===== config.mk =====
export PLATFORM = sky130hd
export DESIGN_NAME = shr_top
export DESIGN_NICKNAME = d
export VERILOG_FILES = /design/src/design/shr_pkg.sv /design/src/design/shr_top.sv
export SDC_FILE = /design/constraint.sdc
export NUM_CORES = 1
export LEC_CHECK = 0
export BUFFER_PORTS_ARGS = -buffer_cell sky130_fd_sc_hd__buf_2
export CAP_MARGIN = 20
export CELL_PAD_IN_SITES_DETAIL_PLACEMENT = 0
export CELL_PAD_IN_SITES_GLOBAL_PLACEMENT = 1
export CORE_AREA = 2 2 86 88
export DETAILED_ROUTE_END_ITERATION = 8
export DIE_AREA = 0 0 88 90
export GPL_TIMING_DRIVEN = 0
export PLACE_DENSITY = 0.8
export SLEW_MARGIN = 20
export SYNTH_ARGS = -nofsm -noshare
export SYNTH_HDL_FRONTEND = slang
export SYNTH_SLANG_ARGS = --single-unit

===== constraint.sdc =====
create_clock -name core_clk -period 2.4 [get_ports core_clk]
set_input_delay 0.48 -clock core_clk [delete_from_list [all_inputs] [get_ports core_clk]]
set_output_delay 0.48 -clock core_clk [all_outputs]
set_load 0.005 [all_outputs]

===== src/design/shr_pkg.sv =====
/*
 * Package for the switch hot reset sequencer: register offsets, field
 * positions, reset values, timing counts and shared types.
 * Assumes a single 20 MHz core clock and a plain register port.
 */
package shr_pkg;

	localparam int CLK_PERIOD_NS = 50;
	localparam int RST_OUT_MIN_NS = 250;
	// least time rounds up
	localparam int RST_OUT_CYCLES = (RST_OUT_MIN_NS + CLK_PERIOD_NS - 1) / CLK_PERIOD_NS;
	localparam int MSG_CYCLES = 4;

	localparam logic [3:0] OFS_CTRL = 4'h0;
	localparam logic [3:0] OFS_GPIO_MODE = 4'h4;
	localparam logic [3:0] OFS_NTB_CTRL = 4'h8;
	localparam logic [3:0] OFS_NTB_STATUS = 4'hC;

	// control register: secondary bus reset, bridge mode and reset output select bits
	localparam int CTRL_SBR_UP = 0;
	localparam int CTRL_SBR_B = 1;
	localparam int CTRL_SBR_C = 2;
	localparam int CTRL_NT_MODE = 3;
	localparam int CTRL_ROS = 4;

	// gpio mode register: alternate function enables
	localparam int GPIO_ALT_B = 0;
	localparam int GPIO_ALT_C = 1;

	// bridge side control register
	localparam int NTB_RESET_ACTION_ENABLE = 0;
	localparam int NTB_RA = 1;
	localparam int NTB_PROPAGATE_EXTERNAL_FUND_RESET_INT = 2;
	localparam int NTB_PROPAGATE_EXTERNAL_FUND_RESET_EXT = 3;
	localparam int NTB_OPPOSITE_SIDE_MODE = 4;

	// bridge side status register
	localparam int STS_OPPOSITE_RESET_DETECTED = 0;
	localparam int STS_OPPOSITE_FUND_RESET_DETECTED = 1;
	localparam int STS_BUSY = 2;

	localparam logic [7:0] CTRL_RESET = 8'h00;
	localparam logic [7:0] NTB_RESET = 8'h00;
	localparam logic [7:0] BUS_UNMAPPED = 8'h00;

	typedef enum logic [1:0]
	{
		SQ_IDLE = 2'b00,
		SQ_MSG = 2'b01,
		SQ_HOLD = 2'b10
	} shr_state_t;

	typedef struct packed
	{
		logic [3:0] addr;
		logic [7:0] wdata;
		logic wr;
		logic rd;
	} shr_bus_t;

	typedef struct packed
	{
		logic ts1_hot_reset;
		logic dl_down;
		logic ds_ts1_hot_reset;
	} shr_link_t;

endpackage


===== src/design/shr_top.sv =====
/*
 * Hot reset sequencer for a three port switch with non-transparent bridge
 * support. Drives downstream reset pins, port hot-reset messages, scoped
 * logic resets and transaction hold-off.
 * Assumes link events arrive synchronous to core_clk, pins are synchronised.
 */
`timescale 1ns/1ps
`default_nettype none

// What this block does
// - hot reset drives affected downstream reset output low at least 250 ns
// - port B reset is gpio bit 0 alternate, port C is gpio bit 1
// - global hot reset returns gpio to input, reset outputs undriven
// - upstream TS1 hot reset starts whole-device hot reset
// - upstream data link down starts whole-device hot reset
// - hot reset goes only downstream; downstream TS1 ignored
// - whole-device hot reset resets core logic, not PLL, SerDes, SMBus
// - no hot reset ever requests serial EEPROM reload
// - sticky and lock-protected fields survive whole-device hot reset
// - global hot reset: downstream ports send message before own reset
// - downstream-ports reset resets downstream logic, keeps sticky fields
// - downstream-ports reset leaves upstream config except status
// - port secondary bus reset: send message then reset physical layer
// - local port hot reset leaves all config registers except status
// - reset action enable applies selected action on opposite side reset
// - internal fundamental reset in bridge mode resets everything
// - internal fundamental reset sets opposite side mode not ready
// - bridge reset input in bridge mode starts external fundamental reset
// - propagate bit on either side makes it a whole-device reset
// - otherwise reset only external side layers and non-locked registers
// - external fundamental reset sets opposite reset detected flags
// - external reset asserts port C reset 250 ns when output select chooses it
module shr_top
	import shr_pkg::*;
(
	input wire logic core_clk,
	input wire logic rst_b,
	input wire shr_bus_t bus,
	output logic [7:0] rdata,
	input wire shr_link_t link,
	input wire logic bridge_reset_in_n,
	output logic port_b_reset_out_n,
	output logic port_b_reset_oe,
	output logic port_c_reset_out_n,
	output logic port_c_reset_oe,
	output logic [2:0] hot_reset_msg,
	output logic core_reset,
	output logic [2:0] port_phy_reset,
	output logic ext_side_reset,
	output logic [2:0] hold_off,
	output logic ext_side_not_ready,
	output logic opposite_side_mode,
	output logic eeprom_reload
);

	logic [7:0] ctrl_r;
	logic [1:0] gpio_alt_r;
	logic [7:0] ntb_ctrl_r;
	logic [1:0] sts_r;
	logic [1:0] brst_sync_r;
	logic brst_prev_r;
	logic ext_fund;
	logic wr_ctrl;
	logic wr_sts;
	logic glob_start;
	logic [2:0] port_start;
	shr_state_t st_r [3];
	logic [2:0] cnt_r [3];
	logic glob_r;
	logic [2:0] busy;
	logic [3:0] pc_ext_cnt_r;
	logic ext_prop;
	logic ra_hold_r;

	assign wr_ctrl = bus.wr && bus.addr == OFS_CTRL;
	assign wr_sts = bus.wr && bus.addr == OFS_NTB_STATUS;
	// downstream TS1 is not a trigger on purpose
	assign glob_start = link.ts1_hot_reset | link.dl_down;

	// bridge reset pin is asynchronous to core_clk
	always_ff @(posedge core_clk or negedge rst_b)
	begin
		if (!rst_b)
			brst_sync_r <= 2'h3;
		else
			brst_sync_r <= {brst_sync_r[0], bridge_reset_in_n};
	end

	always_ff @(posedge core_clk or negedge rst_b)
	begin
		if (!rst_b)
			brst_prev_r <= 1'b1;
		else
			brst_prev_r <= brst_sync_r[1];
	end

	assign ext_fund = ctrl_r[CTRL_NT_MODE] && brst_prev_r && !brst_sync_r[1];
	// either side's propagate bit turns the pin into a whole-device reset
	assign ext_prop = ext_fund
		&& (ntb_ctrl_r[NTB_PROPAGATE_EXTERNAL_FUND_RESET_INT] || ntb_ctrl_r[NTB_PROPAGATE_EXTERNAL_FUND_RESET_EXT]);

	// control register; secondary bus reset bits self-clear after starting
	always_ff @(posedge core_clk or negedge rst_b)
	begin
		if (!rst_b)
			ctrl_r <= CTRL_RESET;
		else if (wr_ctrl)
			ctrl_r <= bus.wdata;
		else
			ctrl_r[2:0] <= 3'h0;
	end

	// gpio modes are not sticky: a global hot reset returns them to inputs
	always_ff @(posedge core_clk or negedge rst_b)
	begin
		if (!rst_b)
			gpio_alt_r <= 2'h0;
		else if (glob_start)
			gpio_alt_r <= 2'h0;
		else if (bus.wr && bus.addr == OFS_GPIO_MODE)
			gpio_alt_r <= bus.wdata[1:0];
	end

	// bridge side control is lock-protected, survives hot reset and external reset
	always_ff @(posedge core_clk or negedge rst_b)
	begin
		if (!rst_b)
		begin
			ntb_ctrl_r <= NTB_RESET;
			ntb_ctrl_r[NTB_OPPOSITE_SIDE_MODE] <= 1'b1;
		end
		else if (bus.wr && bus.addr == OFS_NTB_CTRL)
			ntb_ctrl_r <= bus.wdata;
	end

	always_ff @(posedge core_clk or negedge rst_b)
	begin
		if (!rst_b)
			sts_r <= 2'h0;
		else if (ext_fund)
			sts_r <= 2'h3;
		else if (wr_sts)
			sts_r <= sts_r & ~bus.wdata[1:0];
	end

	// reset action sticks until software rewrites bridge control; a one-cycle
	// flag would let traffic in before the root has reconfigured the bridge
	always_ff @(posedge core_clk or negedge rst_b)
	begin
		if (!rst_b)
			ra_hold_r <= 1'b0;
		else if (ext_fund && ntb_ctrl_r[NTB_RESET_ACTION_ENABLE] && ntb_ctrl_r[NTB_RA])
			ra_hold_r <= 1'b1;
		else if (bus.wr && bus.addr == OFS_NTB_CTRL)
			ra_hold_r <= 1'b0;
	end

	// not-ready follows opposite side mode or reset action on an external reset
	always_ff @(posedge core_clk or negedge rst_b)
	begin
		if (!rst_b)
			ext_side_not_ready <= 1'b1;
		else if (ext_fund && ntb_ctrl_r[NTB_RESET_ACTION_ENABLE] && ntb_ctrl_r[NTB_RA])
			ext_side_not_ready <= 1'b1;
		else
			ext_side_not_ready <= ntb_ctrl_r[NTB_OPPOSITE_SIDE_MODE] || ra_hold_r;
	end

	// whole-device fundamental reset on propagate, else external side only
	always_ff @(posedge core_clk or negedge rst_b)
	begin
		if (!rst_b)
			ext_side_reset <= 1'b1;
		else
			ext_side_reset <= ext_fund && !ntb_ctrl_r[NTB_PROPAGATE_EXTERNAL_FUND_RESET_INT]
				&& !ntb_ctrl_r[NTB_PROPAGATE_EXTERNAL_FUND_RESET_EXT];
	end

	assign port_start[0] = glob_start | ext_prop;
	assign port_start[1] = glob_start | ctrl_r[CTRL_SBR_UP] | ctrl_r[CTRL_SBR_B];
	assign port_start[2] = glob_start | ctrl_r[CTRL_SBR_UP] | ctrl_r[CTRL_SBR_C];

	// per-port sequencer: hot reset message first on ports B and C, then logic and pin reset
	genvar p;
	generate
		for (p = 0; p < 3; p++)
		begin : g_port
			always_ff @(posedge core_clk or negedge rst_b)
			begin
				if (!rst_b)
				begin
					st_r[p] <= SQ_IDLE;
					cnt_r[p] <= 3'h0;
				end
				else
				begin
					unique case (st_r[p])
						SQ_IDLE:
							if (port_start[p])
							begin
								st_r[p] <= (p == 0) ? SQ_HOLD : SQ_MSG;
								cnt_r[p] <= 3'h0;
							end
						SQ_MSG:
							if (cnt_r[p] == 3'(MSG_CYCLES - 1))
							begin
								st_r[p] <= SQ_HOLD;
								cnt_r[p] <= 3'h0;
							end
							else
								cnt_r[p] <= cnt_r[p] + 3'h1;
						SQ_HOLD:
							if (cnt_r[p] == 3'(RST_OUT_CYCLES - 1))
								st_r[p] <= SQ_IDLE;
							else
								cnt_r[p] <= cnt_r[p] + 3'h1;
						default:
							st_r[p] <= SQ_IDLE;
					endcase
				end
			end
			assign busy[p] = st_r[p] != SQ_IDLE;
		end
	endgenerate

	always_ff @(posedge core_clk or negedge rst_b)
	begin
		if (!rst_b)
			glob_r <= 1'b0;
		else if (glob_start || ext_prop)
			glob_r <= 1'b1;
		else if (!busy[0] && !busy[1] && !busy[2])
			glob_r <= 1'b0;
	end

	always_ff @(posedge core_clk or negedge rst_b)
	begin
		if (!rst_b)
			pc_ext_cnt_r <= 4'h0;
		else if (ext_fund && ctrl_r[CTRL_ROS])
			pc_ext_cnt_r <= 4'(RST_OUT_CYCLES);
		else if (pc_ext_cnt_r != 4'h0)
			pc_ext_cnt_r <= pc_ext_cnt_r - 4'h1;
	end

	// outputs, all registered
	always_ff @(posedge core_clk or negedge rst_b)
	begin
		if (!rst_b)
		begin
			port_b_reset_out_n <= 1'b0;
			port_b_reset_oe <= 1'b0;
			port_c_reset_out_n <= 1'b0;
			port_c_reset_oe <= 1'b0;
			hot_reset_msg <= 3'h0;
			core_reset <= 1'b1;
			port_phy_reset <= 3'h7;
			hold_off <= 3'h7;
			opposite_side_mode <= 1'b1;
			eeprom_reload <= 1'b0;
		end
		else
		begin
			port_b_reset_out_n <= !(busy[1] && st_r[1] == SQ_HOLD);
			port_b_reset_oe <= gpio_alt_r[GPIO_ALT_B] && !glob_start;
			port_c_reset_out_n <= !((busy[2] && st_r[2] == SQ_HOLD)
				|| pc_ext_cnt_r != 4'h0);
			port_c_reset_oe <= gpio_alt_r[GPIO_ALT_C] && !glob_start;
			for (int i = 0; i < 3; i++)
			begin
				hot_reset_msg[i] <= st_r[i] == SQ_MSG && i != 0;
				port_phy_reset[i] <= st_r[i] == SQ_HOLD;
			end
			// only the whole-device reset touches the core, sticky state excluded
			core_reset <= glob_r && st_r[0] == SQ_HOLD;
			hold_off <= busy;
			opposite_side_mode <= ntb_ctrl_r[NTB_OPPOSITE_SIDE_MODE];
			eeprom_reload <= 1'b0;
		end
	end

	always_ff @(posedge core_clk or negedge rst_b)
	begin
		if (!rst_b)
			rdata <= 8'h00;
		else if (bus.rd)
		begin
			unique case (bus.addr)
				OFS_CTRL: rdata <= ctrl_r;
				OFS_GPIO_MODE: rdata <= {6'h00, gpio_alt_r};
				OFS_NTB_CTRL: rdata <= ntb_ctrl_r;
				OFS_NTB_STATUS: rdata <= {5'h00, |busy, sts_r};
				default: rdata <= BUS_UNMAPPED;
			endcase
		end
		else
			rdata <= 8'h00;
	end

	a_pin_low_time: assert property (@(posedge core_clk) disable iff (!rst_b)
		$fell(port_b_reset_out_n) |-> !port_b_reset_out_n [*5])
		else $error("port b reset shorter than 250 ns");
	a_msg_before_rst: assert property (@(posedge core_clk) disable iff (!rst_b)
		$rose(port_phy_reset[1]) |-> $past(hot_reset_msg[1]))
		else $error("port b reset without prior message");
	a_glob_gpio_off: assert property (@(posedge core_clk) disable iff (!rst_b)
		glob_start |=> !port_b_reset_oe && !port_c_reset_oe)
		else $error("gpio still driven after global hot reset");
	a_ts1_starts: assert property (@(posedge core_clk) disable iff (!rst_b)
		link.ts1_hot_reset && st_r[0] == SQ_IDLE |-> ##2 core_reset)
		else $error("ts1 hot reset did not reset core");
	a_dl_down_starts: assert property (@(posedge core_clk) disable iff (!rst_b)
		link.dl_down && st_r[0] == SQ_IDLE |=> st_r[0] == SQ_HOLD)
		else $error("dl down did not start reset");
	a_ds_ts1_quiet: assert property (@(posedge core_clk) disable iff (!rst_b)
		link.ds_ts1_hot_reset && !glob_start && !ext_prop && !busy[0] |=> !busy[0])
		else $error("downstream ts1 reset the device");
	a_no_reload: assert property (@(posedge core_clk) disable iff (!rst_b)
		!eeprom_reload)
		else $error("hot reset requested eeprom reload");
	a_opposite_reset_detected_set: assert property (@(posedge core_clk) disable iff (!rst_b)
		ext_fund |=> sts_r == 2'h3)
		else $error("opposite reset flags not set");
	a_hold_busy: assert property (@(posedge core_clk) disable iff (!rst_b)
		busy[2] |=> hold_off[2])
		else $error("transactions not held off");
	a_oe_alt_only: assert property (@(posedge core_clk) disable iff (!rst_b)
		port_c_reset_oe |-> $past(gpio_alt_r[GPIO_ALT_C]))
		else $error("port c pin driven outside alternate function");
	a_prop_whole: assert property (@(posedge core_clk) disable iff (!rst_b)
		ext_prop && st_r[0] == SQ_IDLE |-> ##2 core_reset)
		else $error("propagated external reset did not reset core");
	a_ra_not_ready: assert property (@(posedge core_clk) disable iff (!rst_b)
		ext_fund && ntb_ctrl_r[NTB_RESET_ACTION_ENABLE] && ntb_ctrl_r[NTB_RA] |=> ext_side_not_ready)
		else $error("reset action did not make the side not ready");

	c_global: cover property (@(posedge core_clk) disable iff (!rst_b) glob_start ##1 busy[2]);
	c_local_b: cover property (@(posedge core_clk) disable iff (!rst_b)
		ctrl_r[CTRL_SBR_B] ##[1:8] port_phy_reset[1]);
	c_ext_fund: cover property (@(posedge core_clk) disable iff (!rst_b) ext_fund);
	c_ext_pin: cover property (@(posedge core_clk) disable iff (!rst_b)
		ext_fund && ctrl_r[CTRL_ROS]);
	c_prop: cover property (@(posedge core_clk) disable iff (!rst_b) ext_prop);

endmodule

`default_nettype wire


==> metrics <==
syn_area_per_cell=12.2 sq um; PostCTS Resize Cnt=0; most common cell after layout, fill and taps aside=dfrtp_1; status=finished clean; Async SR Flop Fraction=100%; maxcap violations=0; Setup Buffers After CTS=0; Fin Setup TNS=0 ns; CTS Hold Bufs=1; DR WL/cell=13.5 microns; Leak Pwr=1.75 nW; final hold violation count=0; final WL=5.56 mm; WS Path Type=reg2reg; Avg Vias per Cell=4.91; worst slack at placement=0.629 ns; Pwr Density=between 1000 and 1500 nW/um^2; Data arrival, critical path=1.98 ns; Clock Sinks=66; Post-Syn Instances=~250; Distinct cells, synth=47; Max Slew Vio Count=0; Synth Register Bits=66; antenna viol nets, final=0; Setup Viol. Count Final=0; Initial Util=43.7%; initial antenna violation count=0; global-route wire length before repair=about 9.6 mm; Port Buffers=42; most frequent cells in the layout=53 x dfrtp_1, 41 x buf_2, 24 x inv_1; CTS Buf Count=9; H-tree Lvls=3; Area Growth Syn to Fin=20.3%; CP required=2.62 ns; crit end category=flip-flop; Die Ht=about 90 microns; remaining global-route overflow=0; Post-synth EDFFs=0; Post-synth top flop=dfrtp_1; HP Class=in2reg; Max VDD drop=0.000396 V; Net count, final=349; I/O pin count=46; root buf cell=clkbuf_8; clock skew=0.00566 ns; Synth top area share=43.3%; RSZ-0062 raised after global routing=false; vias post-DR=2,024; FF-to-FF setup slack=0.64 ns; cell area after synthesis=3070 sq um; clk buf depth=2; core area=7020 sq um; row cnt=31; worst skew pair latency=0.34 ns; GP Congestion=0.838; period utilization=73.3%; clk slew on worst S/H paths=~0.07 ns; final setup margin=0.640 ns; Die Wd=~88 microns; Die ar.=7920 sq um; yosys warns=0; sequential-to-total area share from yosys stat=between 50% and 60%; Tot GR Track Use=approximately 16%; ant diodes=0; number of remaining DRC errors=0; top cells by area, synth=dfrtp_1 43%, dfstp_2 11%, ha_1 8.6%; critical path peak fanout=4; largest net degree at the start of global routing=56; vias in the first global route=a little over 2,000; fin crit period=1.76 ns; area leader, netlist=dfrtp_1; Pre-antenna DRT Iters=4; layout cells sized above 1=33.2%; CP startpoint kind=flip-flop; HPWL Detailed=between 3 and 4 mm; max frequency=0.568 GHz; Iter 0 DRT Violations=47; CTS tree=built
where the power goes:
part           internal, mW  switching (mW)  total [mW]
registers              1.43           0.167        1.60
clock network         0.717           0.418        1.14
logic                 0.545           0.569        1.11
cells by family after synthesis:
kind of cell	share of synthesized area [%]
AO/OA/AOI/OAI	9.39
flip-flops	54.4
buffers and inverters	4.65
multiplexers	11.3
adder cells (fa/ha/maj)	8.57
other	0.122
XOR/XNOR	0.286
AND/OR/NAND/NOR	11.3
cell usage after synthesis, types with 2 or more instances:
cell	n
dfstp_2	13
clkbuf_1	3
a211oi_1	3
ha_1	21
nand3b_1	3
nand4_1	2
buf_4	4
nor2_1	12
nand2_1	12
a22oi_1	3
nor3_1	4
mux2_2	20
mux2i_1	12
nand3_1	7
inv_1	24
o311ai_0	2
and2_1	4
a21oi_1	9
nor2b_1	3
o21ai_0	3
a221oi_1	2
dfrtp_1	53
a21o_1	3
o211ai_1	4
nand2b_1	2
a32o_1	3
area by class of cell:
| class | count | area (sq um) |
|---|---|---|
| buffer | 8 | 52.6 |
| clock buffer | 11 | 141 |
| clock inverter | 5 | 103 |
| fill | 614 | 3330 |
| inverter | 24 | 90.1 |
| multi-input combinational | 155 | 1260 |
| sequential | 66 | 1670 |
| tap | 99 | 124 |
| timing repair buffer | 44 | 250 |
sequential cells by signal, indices dropped and copies added (netlist names), 3 cells and up:
register      flops
rdata             8
hold_off          3
ntb_ctrl_r        8
ctrl_r            8
cnt_r             9
st_r              5
pc_ext_cnt_r      4
final timing paths:
check                                    startpoint                        to  depth (start not counted)
max                             st_r[2]$_DFFE_PN0P_       st_r[2]$_DFFE_PN0P_                          5
min                               bridge_reset_in_n  brst_sync_r[0]$_DFF_PN1_                          1
max reg2reg                     st_r[2]$_DFFE_PN0P_       st_r[2]$_DFFE_PN0P_                          5
min reg2reg                brst_sync_r[0]$_DFF_PN1_  brst_sync_r[1]$_DFF_PN1_                          0
max in group asynchronous                     rst_b  brst_sync_r[1]$_DFF_PN1_                          3
min in group asynchronous                     rst_b       st_r[1]$_DFFE_PN0P_                          2
stage by stage:
stage	cell area, sq um	util [%]	power, mW	hold WS (ns)	instances
2_1_floorplan	3070	-	2.40	0.184	253
3_3_place_gp	3400	48.5	2.70	0.348	394
3_5_place_dp	3430	48.9	2.74	0.342	395
4_1_cts	3690	52.5	3.90	0.218	412
5_1_grt	3690	52.5	4.15	0.215	412
6_report	3690	52.5	3.85	0.235	412
worst max-delay path, cell delays in order, from the launching register on:
cell and delay, ns:
dfrtp_1 0.38, inv_1 0.10, ha_1 0.26, nor2b_1 0.16
a211oi_1 0.36, mux2_2 0.38
routing by layer:
metal  wire length, microns  global-route usage [%]
met1                   2530                    20.9
met2                   2630                    23.6
met3                    330                    6.70
met4                     64                    4.62
met5                      0                       0
Power figures use the tool's default switching activity.
